<file path="config.mk">
export PLATFORM = sky130hd
export DESIGN_NAME = gpx_port
export DESIGN_NICKNAME = d
export VERILOG_FILES = /design/src/gpx_pkg.sv /design/src/gpx_port.sv
export SDC_FILE = /design/constraint.sdc
export NUM_CORES = 1
export LEC_CHECK = 0
export BUFFER_PORTS_ARGS = -buffer_cell sky130_fd_sc_hd__buf_2
export CORE_ASPECT_RATIO = 0.6
export CORE_MARGIN = 2
export CORE_UTILIZATION = 45
export DETAILED_ROUTE_END_ITERATION = 7
export HOLD_SLACK_MARGIN = 0.08
export PLACE_DENSITY = 0.7
export SYNTH_ARGS = -nofsm -noshare
export SYNTH_HDL_FRONTEND = slang
export SYNTH_SLANG_ARGS = --single-unit
</file>
<file path="constraint.sdc">
create_clock -name ref_clk -period 10.9 [get_ports ref_clk]
set_clock_uncertainty 0.2 [all_clocks]
set_input_delay 2.18 -clock ref_clk [delete_from_list [all_inputs] [get_ports ref_clk]]
set_output_delay 2.18 -clock ref_clk [all_outputs]
set_load 0.03 [all_outputs]
</file>
<file path="src/gpx_pkg.sv">
// Purpose: Constants and carrier types for the 8-pin I/O port with external interrupts
// Assumes: 32-bit AXI4-Lite register access, one aligned word per register
// Notes:   Functional notes below are referenced by the design as see RQn
//
// Functional notes
// RQ1: Bit X of direction, option and value registers controls pin X only.
// RQ2: Direction clear makes an input; value read returns the live pin level.
// RQ3: Writing the value latch of an input pin never changes the pin.
// RQ4: Direction set drives the latch out; value read returns the latch.
// RQ5: Option picks push-pull or open-drain; zero drives low, one floats in open-drain.
// RQ6: Each interrupt-input pin can raise an external request on its own.
// RQ7: Pin events are qualified by vector sensitivity, then ORed into that vector.
// RQ8: Request latch is hidden from software and clears on vector fetch.
// RQ9: Rewriting a vector's sensitivity discards its pending request; the code discards it only when the written value differs.
// RQ10: An enabled peripheral function overrides direction, option and latch.
// RQ11: Peripheral outputs force output mode, push-pull or open-drain per peripheral.
// RQ12: Peripheral inputs need input mode; value read still returns the pin.
// RQ13: Input pin driven by peripheral output reads back the peripheral value.
// RQ14: Output pin feeding a peripheral input gives it the latch value.
// RQ15: Interrupt only in interrupt-input mode and with CPU mask inactive.
// RQ16: Low-power modes leave pins alone; external requests wake the device.
// RQ17: Standard pins: 00 float, 01 pull-up, 10 open-drain, 11 push-pull.
// RQ18: Pull-up interrupt pins: 01 is pull-up input with interrupt.
// RQ19: Software writes the latch before switching a pin to output.
// RQ20: Software avoids bit set or clear instructions on the value register.
// RQ21: Software keeps peripheral functions off interrupt-input pins.
// RQ22: Pins used both ways by a peripheral are set as floating input.
// RQ23: Floating interrupt pins: 01 is floating input with interrupt.
// RQ24: Vector request stays set from first event until fetch or rewrite; the code ignores a rewrite that keeps the same sensitivity value.

package gpx_pkg;

    localparam int unsigned NUM_PINS = 8;
    localparam int unsigned NUM_VEC  = 2;

    // Register byte offsets
    localparam logic [7:0] OFF_VALUE = 8'h00;
    localparam logic [7:0] OFF_DIR   = 8'h04;
    localparam logic [7:0] OFF_OPT   = 8'h08;
    localparam logic [7:0] OFF_SENS  = 8'h0c;
    localparam logic [7:0] OFF_STAT  = 8'h10;

    // Values after reset
    localparam logic [7:0] RST_VALUE = 8'h00;
    localparam logic [7:0] RST_DIR   = 8'h00;
    localparam logic [7:0] RST_OPT   = 8'h00;
    localparam logic [3:0] RST_SENS  = 4'h0;

    // Sensitivity field: two bits per vector, vector v at bits 2v+1:2v
    localparam int unsigned SENS_W   = 2;
    localparam logic [1:0] SENS_LOW  = 2'h0;
    localparam logic [1:0] SENS_RISE = 2'h1;
    localparam logic [1:0] SENS_FALL = 2'h2;
    localparam logic [1:0] SENS_BOTH = 2'h3;

    // AXI responses
    localparam logic [1:0] RESP_OKAY   = 2'h0;
    localparam logic [1:0] RESP_SLVERR = 2'h2;

    // Peripheral side of the pins
    typedef struct packed {
        logic [7:0] out_en;   // Peripheral drives the pin
        logic [7:0] out_val;  // Level it drives
        logic [7:0] out_od;   // Peripheral wants open-drain drive
    } gpx_alt_type;

    // Pad drive bundle
    typedef struct packed {
        logic [7:0] out;
        logic [7:0] oe;
        logic [7:0] pull;
    } gpx_pad_type;

endpackage : gpx_pkg

</file>
<file path="src/gpx_port.sv">
// Purpose: 8-pin general-purpose port with shared external interrupt vectors
// Assumes: Pads and peripheral inputs are asynchronous; CPU signals share ref_clk
// Notes:   Pin kind and vector grouping are fixed per instance by parameters
//
// The AXI4-Lite register port and the address map are this design's own decisions.
`timescale 1ns/1ps

module gpx_port #(
    parameter logic [7:0] INT_PULLUP_PINS = 8'h48,  // Interrupt pins with pull-up
    parameter logic [7:0] INT_FLOAT_PINS  = 8'ha0,  // Interrupt pins without pull-up
    parameter logic [7:0] VEC1_PINS       = 8'hc0   // Pins on vector 1, rest on vector 0
) (
    // Clock and reset
    input  wire logic                 ref_clk,
    input  wire logic                 arst_n,
    // AXI4-Lite write address and data
    input  wire logic                 s_axi_awvalid,
    output logic                      s_axi_awready,
    input  wire logic [7:0]           s_axi_awaddr,
    input  wire logic [2:0]           s_axi_awprot,
    input  wire logic                 s_axi_wvalid,
    output logic                      s_axi_wready,
    input  wire logic [31:0]          s_axi_wdata,
    input  wire logic [3:0]           s_axi_wstrb,
    // AXI4-Lite write response
    output logic                      s_axi_bvalid,
    input  wire logic                 s_axi_bready,
    output logic [1:0]                s_axi_bresp,
    // AXI4-Lite read
    input  wire logic                 s_axi_arvalid,
    output logic                      s_axi_arready,
    input  wire logic [7:0]           s_axi_araddr,
    input  wire logic [2:0]           s_axi_arprot,
    output logic                      s_axi_rvalid,
    input  wire logic                 s_axi_rready,
    output logic [31:0]               s_axi_rdata,
    output logic [1:0]                s_axi_rresp,
    // Pads
    input  wire logic [7:0]           pad_in,
    output gpx_pkg::gpx_pad_type      pad_drv,
    // On-chip peripherals sharing the pins
    input  wire gpx_pkg::gpx_alt_type alt_req,
    output logic [7:0]                alt_in_val,
    // CPU interrupt side
    input  wire logic                 cpu_int_mask,
    input  wire logic [1:0]           vec_fetch,
    output logic [1:0]                ext_irq,
    output logic                      wake_req
);

    // Reset release synchroniser
    logic rst_q1;
    logic rst_n;

    always_ff @(posedge ref_clk or negedge arst_n) begin
        if (!arst_n) begin
            rst_q1 <= 1'b0;
            rst_n  <= 1'b0;
        end else begin
            rst_q1 <= 1'b1;
            rst_n  <= rst_q1;
        end
    end

    // Pad and peripheral inputs pass two flops; the first is read only by the second
    logic [7:0] pad_s1;
    logic [7:0] pad_lvl;
    logic [7:0] pad_prev;
    logic [7:0] alt_s1;
    logic [7:0] alt_en_s;
    logic [7:0] alt_v1;
    logic [7:0] alt_val_s;
    logic [7:0] alt_o1;
    logic [7:0] alt_od_s;

    always_ff @(posedge ref_clk or negedge rst_n) begin
        if (!rst_n) begin
            pad_s1    <= 8'h00;
            pad_lvl   <= 8'h00;
            pad_prev  <= 8'h00;
            alt_s1    <= 8'h00;
            alt_en_s  <= 8'h00;
            alt_v1    <= 8'h00;
            alt_val_s <= 8'h00;
            alt_o1    <= 8'h00;
            alt_od_s  <= 8'h00;
        end else begin
            pad_s1    <= pad_in;
            pad_lvl   <= pad_s1;
            pad_prev  <= pad_lvl;
            alt_s1    <= alt_req.out_en;
            alt_en_s  <= alt_s1;
            alt_v1    <= alt_req.out_val;
            alt_val_s <= alt_v1;
            alt_o1    <= alt_req.out_od;
            alt_od_s  <= alt_o1;
        end
    end

    // Software registers
    logic [7:0] pin_value_latch;
    logic [7:0] pin_direction;
    logic [7:0] pin_option_select;
    logic [3:0] ext_int_sensitivity_ctrl;
    logic [1:0] irq_req;

    // AXI write channel capture; address and data may come in either order
    logic       aw_held;
    logic       w_held;
    logic [7:0] aw_addr;
    logic [7:0] w_byte;
    logic       w_lane0;

    wire aw_take  = s_axi_awvalid && s_axi_awready;
    wire w_take   = s_axi_wvalid && s_axi_wready;
    wire wr_go    = aw_held && w_held && !s_axi_bvalid;
    wire wr_value = wr_go && w_lane0 && (aw_addr == gpx_pkg::OFF_VALUE);
    wire wr_dir   = wr_go && w_lane0 && (aw_addr == gpx_pkg::OFF_DIR);
    wire wr_opt   = wr_go && w_lane0 && (aw_addr == gpx_pkg::OFF_OPT);
    wire wr_sens  = wr_go && w_lane0 && (aw_addr == gpx_pkg::OFF_SENS);
    wire wr_map   = (aw_addr == gpx_pkg::OFF_VALUE) || (aw_addr == gpx_pkg::OFF_DIR)
                 || (aw_addr == gpx_pkg::OFF_OPT)   || (aw_addr == gpx_pkg::OFF_SENS);

    always_ff @(posedge ref_clk or negedge rst_n) begin
        if (!rst_n) begin
            aw_held       <= 1'b0;
            w_held        <= 1'b0;
            aw_addr       <= 8'h00;
            w_byte        <= 8'h00;
            w_lane0       <= 1'b0;
            s_axi_awready <= 1'b0;
            s_axi_wready  <= 1'b0;
        end else begin
            s_axi_awready <= !aw_held && !aw_take;
            s_axi_wready  <= !w_held && !w_take;
            if (aw_take) begin
                aw_held <= 1'b1;
                aw_addr <= {s_axi_awaddr[7:2], 2'b00};
            end else if (wr_go) begin
                aw_held <= 1'b0;
            end
            if (w_take) begin
                w_held  <= 1'b1;
                w_byte  <= s_axi_wdata[7:0];
                w_lane0 <= s_axi_wstrb[0];
            end else if (wr_go) begin
                w_held  <= 1'b0;
            end
        end
    end

    always_ff @(posedge ref_clk or negedge rst_n) begin
        if (!rst_n) begin
            s_axi_bvalid <= 1'b0;
            s_axi_bresp  <= gpx_pkg::RESP_OKAY;
        end else if (wr_go) begin
            s_axi_bvalid <= 1'b1;
            s_axi_bresp  <= wr_map ? gpx_pkg::RESP_OKAY : gpx_pkg::RESP_SLVERR;
        end else if (s_axi_bready) begin
            s_axi_bvalid <= 1'b0;
        end
    end

    // A write to the value register only loads the latch; pin drive follows mode
    always_ff @(posedge ref_clk or negedge rst_n) begin
        if (!rst_n) begin
            pin_value_latch          <= gpx_pkg::RST_VALUE;
            pin_direction            <= gpx_pkg::RST_DIR;
            pin_option_select        <= gpx_pkg::RST_OPT;
            ext_int_sensitivity_ctrl <= gpx_pkg::RST_SENS;
        end else begin
            if (wr_value) pin_value_latch <= w_byte;  // see RQ3
            if (wr_dir)   pin_direction <= w_byte;
            if (wr_opt)   pin_option_select <= w_byte;
            if (wr_sens)  ext_int_sensitivity_ctrl <= w_byte[3:0];
        end
    end

    // Per-pin mode decode, drive and interrupt qualification
    logic [7:0] read_val;
    logic [7:0] pin_evt_v0;
    logic [7:0] pin_evt_v1;
    logic [7:0] int_mode;
    gpx_pkg::gpx_pad_type next_pad;

    genvar gi;
    generate
        for (gi = 0; gi < 8; gi++) begin : g_pin
            wire int_cap   = INT_PULLUP_PINS[gi] || INT_FLOAT_PINS[gi];
            wire on_vec1   = VEC1_PINS[gi];
            wire [1:0] sen = on_vec1 ? ext_int_sensitivity_ctrl[3:2] : ext_int_sensitivity_ctrl[1:0];
            wire rise      = pad_lvl[gi] && !pad_prev[gi];
            wire fall      = !pad_lvl[gi] && pad_prev[gi];
            wire hit       = (sen == gpx_pkg::SENS_LOW)  ? !pad_lvl[gi] :
                             (sen == gpx_pkg::SENS_RISE) ? rise :
                             (sen == gpx_pkg::SENS_FALL) ? fall : (rise || fall);
            // Option bit 01 in input is interrupt on capable pins; pull follows pin kind
            wire dir       = pin_direction[gi];  // see RQ1
            wire opt       = pin_option_select[gi];
            wire alt_out   = alt_en_s[gi];

            assign int_mode[gi]   = int_cap && !dir && opt;  // see RQ18, RQ23
            assign pin_evt_v0[gi] = int_mode[gi] && hit && !on_vec1;  // see RQ6
            assign pin_evt_v1[gi] = int_mode[gi] && hit && on_vec1;

            // Alternate output wins over software settings
            assign next_pad.oe[gi]   = alt_out ? (alt_od_s[gi] ? !alt_val_s[gi] : 1'b1)  // see RQ10, RQ11
                                     : (dir && (opt || !pin_value_latch[gi]));  // see RQ5, RQ17
            assign next_pad.out[gi]  = alt_out ? (alt_val_s[gi] && !alt_od_s[gi])
                                     : (dir && opt && pin_value_latch[gi]);
            assign next_pad.pull[gi] = !alt_out && !dir && opt && !INT_FLOAT_PINS[gi];  // see RQ17, RQ23

            // Read-back: latch in output, pin or peripheral output in input
            assign read_val[gi] = dir ? pin_value_latch[gi]  // see RQ4
                                : (alt_out ? alt_val_s[gi] : pad_lvl[gi]);  // see RQ2, RQ12, RQ13
        end
    endgenerate

    // Peripheral input sees the latch when the pin is an output
    wire [7:0] next_alt_in = (pin_direction & pin_value_latch) | (~pin_direction & pad_lvl);  // see RQ14

    // Vector request latches; an event in the clearing cycle still sets
    wire [1:0] vec_evt  = {|pin_evt_v1, |pin_evt_v0};  // see RQ7
    wire [1:0] sens_chg = wr_sens ? {w_byte[3:2] != ext_int_sensitivity_ctrl[3:2],
                                     w_byte[1:0] != ext_int_sensitivity_ctrl[1:0]} : 2'b00;
    wire [1:0] vec_clr  = vec_fetch | sens_chg;
    wire [1:0] next_req = vec_evt | (irq_req & ~vec_clr);  // see RQ8, RQ9, RQ24

    always_ff @(posedge ref_clk or negedge rst_n) begin
        if (!rst_n) begin
            irq_req    <= 2'b00;
            ext_irq    <= 2'b00;
            wake_req   <= 1'b0;
            pad_drv    <= '0;
            alt_in_val <= 8'h00;
        end else begin
            irq_req    <= next_req;
            ext_irq    <= next_req & {2{!cpu_int_mask}};  // see RQ15
            wake_req   <= |next_req;  // see RQ16
            pad_drv    <= next_pad;
            alt_in_val <= next_alt_in;
        end
    end

    // AXI read; status word shows pad level, interrupt modes and drive state
    wire        ar_take  = s_axi_arvalid && s_axi_arready;
    wire [7:0]  ar_word  = {s_axi_araddr[7:2], 2'b00};
    wire        rd_map   = (ar_word <= gpx_pkg::OFF_STAT);
    wire [31:0] rd_mux   = (ar_word == gpx_pkg::OFF_VALUE) ? {24'h000000, read_val} :
                           (ar_word == gpx_pkg::OFF_DIR)   ? {24'h000000, pin_direction} :
                           (ar_word == gpx_pkg::OFF_OPT)   ? {24'h000000, pin_option_select} :
                           (ar_word == gpx_pkg::OFF_SENS)  ? {28'h0000000, ext_int_sensitivity_ctrl} :
                           (ar_word == gpx_pkg::OFF_STAT)  ? {8'h00, pad_drv.oe, int_mode, pad_lvl} : 32'h00000000;

    always_ff @(posedge ref_clk or negedge rst_n) begin
        if (!rst_n) begin
            s_axi_arready <= 1'b0;
            s_axi_rvalid  <= 1'b0;
            s_axi_rdata   <= 32'h00000000;
            s_axi_rresp   <= gpx_pkg::RESP_OKAY;
        end else if (ar_take) begin
            s_axi_arready <= 1'b0;
            s_axi_rvalid  <= 1'b1;
            s_axi_rdata   <= rd_mux;
            s_axi_rresp   <= rd_map ? gpx_pkg::RESP_OKAY : gpx_pkg::RESP_SLVERR;
        end else if (s_axi_rvalid) begin
            s_axi_arready <= s_axi_rready;
            s_axi_rvalid  <= !s_axi_rready;
        end else begin
            s_axi_arready <= 1'b1;
        end
    end

    // Checks
    a_evt_sets_req: assert property (@(posedge ref_clk) disable iff (!rst_n)  // see RQ24
        (vec_evt[0]) |=> irq_req[0] ##1 (irq_req[0] || $past(vec_clr[0])))
        else $error("vector 0 request not held after event");

    a_fetch_clears: assert property (@(posedge ref_clk) disable iff (!rst_n)  // see RQ8
        (vec_fetch[1] && !vec_evt[1]) |=> !irq_req[1] && !ext_irq[1])
        else $error("vector fetch did not clear request");

    a_sens_discards: assert property (@(posedge ref_clk) disable iff (!rst_n)  // see RQ9
        (sens_chg[0] && !vec_evt[0]) |=> !irq_req[0])
        else $error("sensitivity rewrite kept request");

    a_mask_gates: assert property (@(posedge ref_clk) disable iff (!rst_n)  // see RQ15
        ext_irq != 2'b00 |-> !$past(cpu_int_mask) && (ext_irq == irq_req))
        else $error("interrupt raised while masked");

    a_no_int_mode: assert property (@(posedge ref_clk) disable iff (!rst_n)  // see RQ6
        (int_mode == 8'h00 && irq_req == 2'b00) |=> irq_req == 2'b00)
        else $error("request without interrupt input mode");

    a_wake_follows: assert property (@(posedge ref_clk) disable iff (!rst_n)  // see RQ16
        wake_req == (irq_req != 2'b00))
        else $error("wake does not follow requests");

    generate
        for (gi = 0; gi < 8; gi++) begin : g_chk
            a_input_float: assert property (@(posedge ref_clk) disable iff (!rst_n)  // see RQ3
                (!pin_direction[gi] && !alt_en_s[gi]) |=> !pad_drv.oe[gi])
                else $error("input pin is driven");

            a_od_release: assert property (@(posedge ref_clk) disable iff (!rst_n)  // see RQ5
                (pin_direction[gi] && !pin_option_select[gi] && !alt_en_s[gi])
                |=> pad_drv.oe[gi] == !$past(pin_value_latch[gi]) && !pad_drv.out[gi])
                else $error("open-drain drive wrong");

            a_alt_wins: assert property (@(posedge ref_clk) disable iff (!rst_n)  // see RQ10
                (alt_en_s[gi] && !alt_od_s[gi]) |=> pad_drv.oe[gi] && pad_drv.out[gi] == $past(alt_val_s[gi]))
                else $error("peripheral output not on pin");

            a_read_source: assert property (@(posedge ref_clk) disable iff (!rst_n)  // see RQ2
                (ar_take && ar_word == gpx_pkg::OFF_VALUE)
                |=> s_axi_rdata[gi] == ($past(pin_direction[gi]) ? $past(pin_value_latch[gi])
                    : $past(alt_en_s[gi]) ? $past(alt_val_s[gi]) : $past(pad_lvl[gi])))
                else $error("value read from wrong source");
        end
    endgenerate

endmodule : gpx_port

</file>
==> reports/summary.txt <==
Cells after Synth = 504
Cell Area, Synth = 0.00663 mm^2
Initial DRC Count = 249
Internal Power = 1.21 mW
Layout cells sized above 1 = 31.8%
CTS tree = yes
Sequential share of the synthesized area = 66.8%
Post-synth top cells = dfrtp_1 (177), nand2_1 (46), mux2_2 (39)
Hold-fix buffers at CTS = 0
Post-Layout Inst Area = 0.00798 mm^2
Sink Count = 177
Num CTS Buffers = 17
Initial antenna violation count = 1
PD cells = 225 mW/mm^2
Gpl congestion = 0.788
Worst-Margin Slew = 1.08 ns
Setup crit start kind = input pin
Post-DRT Antenna Nets = 0
Register area = 0.00443 mm^2
Core area = 0.0145 mm^2
Most frequent cell after synthesis = dfrtp_1
Data arrival, critical path = 4.05 ns
Final setup viols = 0
Asr flop ratio synth = 100%
Die Wd = 161 um
Post-Synth XOR/XNOR Area = 0.528%
Max-slew violations = 0
Reg2Reg Depth = 4
Max Cap Viol = 0
Buffers added on ports = 122
Initial Util = 45.8%
CP max FO = 8
Clock Power Share = 32.4%
Fin. Hold Viols = 0
Seq pwr share = 49.5%
Mux contribution to synthesized area = 8.51%
Synth area leaders = dfrtp_1 (67%), mux2_2 (6.6%), nand2_1 (2.6%), o21ai_0 (2.6%), buf_4 (1.9%)
Critical path type = input pin to flop
First-pass GRT wire length = 23,200 um
Peak supply drop = 0.103 mV
Final core utilization = 55.2%
Post-CTS sizing = 0
Mapped Avg Cell Area = 13.2 um^2
Status = finished, final reports clean
Synth Area in Adders = 1.51%
H-tree depth = 4
Hold Path Cell Cnt = 0
Switching Share = 32.6%
Logic pwr share = 18.1%
Drt first pass iters = 5
Detailed placer's ending HPWL = 9940 um
Sum Neg Setup Slack = 0 ns
DRC errors left = 0
Top FF cell, synth = dfrtp_1
CP required = 11.02 ns
Min-delay worst type = flop to flop
Die H = 98.0 um
Clk_lat worst skew = 0.43 ns
Setup Buffers After CTS = 0
Max Clk Rate = 254 MHz
Largest family of logic cells by synthesized area = compound AO/OA/AOI/OAI gates
CTS root buf = clkbuf_16
GRT Total Usage = 19.5%
Hold slack = 0.149 ns
# IOs = 176
Final net count = 745
Synth Area in Compound Gates = 10.6%
Max clock buf depth = 2
Pwr Total = 1.79 mW
Final min period = 3.93 ns
Wire length per cell = 17.2 um
Post-Synth Simple-Gate Area = 7.91%
Layout filler cell count = 1,230
Placed insts = 816
Rows = 34
Post-synth cell types = 43
Overflow after GRT = 0
Pre-CTS setup slack = 6.60 ns
Post-synth EDFFs = 0
Top cell type's share of synthesized area = 66.8%
Multi-input logic area = 0.00200 mm^2
Setup WS post-layout = 6.97 ns
Critical path endpoint category = flop
Non-Filler Instances = 848
Synth Warn # = 0
Vias = 4,365
Largest net degree at the start of global routing = 65
Vias in the first global route = 4,318
NetSw = 0.585 mW
WL final = 14,600 um
Max-slew headroom = 27.4%
Area Growth Syn to Fin = 20.3%
Vias per cell = 5.15
Unrepaired setup endpoints after global routing = no
Yosys top cell by area = dfrtp_1
P_leak = 3.92 nW
Final period util = 36.1%
DP Area = 0.00742 mm^2
CTS clk-pin slew, worst paths = 0.07 ns
Diodes inserted = 0
Die area = 0.0158 mm^2
Flops & latches, synth = 177
==> layout by cell type, fill, tap and decap left out, types with 10 or more instances in the layout <==
cell type / count
clkbuf_16: 17
dfrtp_1: 176
buf_2: 122
nand2b_1: 13
a21o_1: 10
mux2_2: 39
o21ai_0: 34
nand2_1: 46
conb_1: 17
a21oi_1: 18
inv_1: 28
nor2_1: 13
==> state kept, by name (all words and copies together), names as in the netlist, 2 cells and up <==
| register | flops |
|---|---|
| alt_en_s | 8 |
| ext_int_sensitivity_ctrl | 4 |
| pad_prev | 4 |
| pin_direction | 8 |
| irq_req | 2 |
| pad_s1 | 8 |
| ext_irq | 2 |
| w_byte | 8 |
| pin_option_select | 8 |
| pin_value_latch | 8 |
| alt_o1 | 8 |
| s_axi_rdata | 20 |
| pad_lvl | 8 |
| alt_v1 | 8 |
| alt_in_val | 8 |
| alt_val_s | 8 |
| alt_od_s | 8 |
| alt_s1 | 8 |
| pad_drv | 22 |
| aw_addr | 6 |
==> power groups by stage <==
stage | registers [mW] | logic [mW] | clock network (mW)
after floorplan | 0.935 | 0.177 | 0
after global placement | 0.888 | 0.316 | 0
after detailed placement | 0.897 | 0.325 | 0
after CTS | 0.887 | 0.328 | 0.593
after global routing | 0.906 | 0.354 | 0.626
final | 0.888 | 0.325 | 0.582
==> routing by layer <==
metal  track usage [%]  up-vias  share of wire (%)
li1                  -     1986                  -
met1              28.4     2223                 49
met2              28.9      138                 44
met3              5.99       16                6.6
met4              4.95        2               0.95
met5                 0        -              0.089
==> worst paths after layout <==
check / startpoint / to / slack [ns]
max in group asynchronous: rst_n / s_axi_rdata[2] / 9.04
min in group asynchronous: rst_n / pad_drv[23] / 0.17
hold / removal: alt_o1[3] / alt_od_s[3] / 0.15
setup reg to reg: aw_addr[5] / pin_direction[1] / 8.30
setup / recovery: s_axi_araddr[5] / s_axi_rdata[4] / 6.97
hold reg to reg: alt_o1[3] / alt_od_s[3] / 0.15
==> cell families after synthesis <==
family / Yosys count
other: 2
AO/OA/AOI/OAI: 111
multiplexers: 49
AND/OR/NAND/NOR: 99
buffers and inverters: 54
adder cells (fa/ha/maj): 8
flip-flops: 177
XOR/XNOR: 4
==> final cells by class <==
class	instances	share of cell area, %
clock buffers	18	5.38
clock inverters	14	1.68
flip-flops and latches	177	55.6
multi-input cells	288	25.0
repair buffers	125	7.93
well taps	198	3.10
inverters	28	1.32
==> critical path: stages <==
cell and delay (ns):
buf_2 0.12, or4_1 0.62, nor3_2 0.69, a211oi_1 0.23, a21o_1 0.21
(Power assumes the default switching activity.)
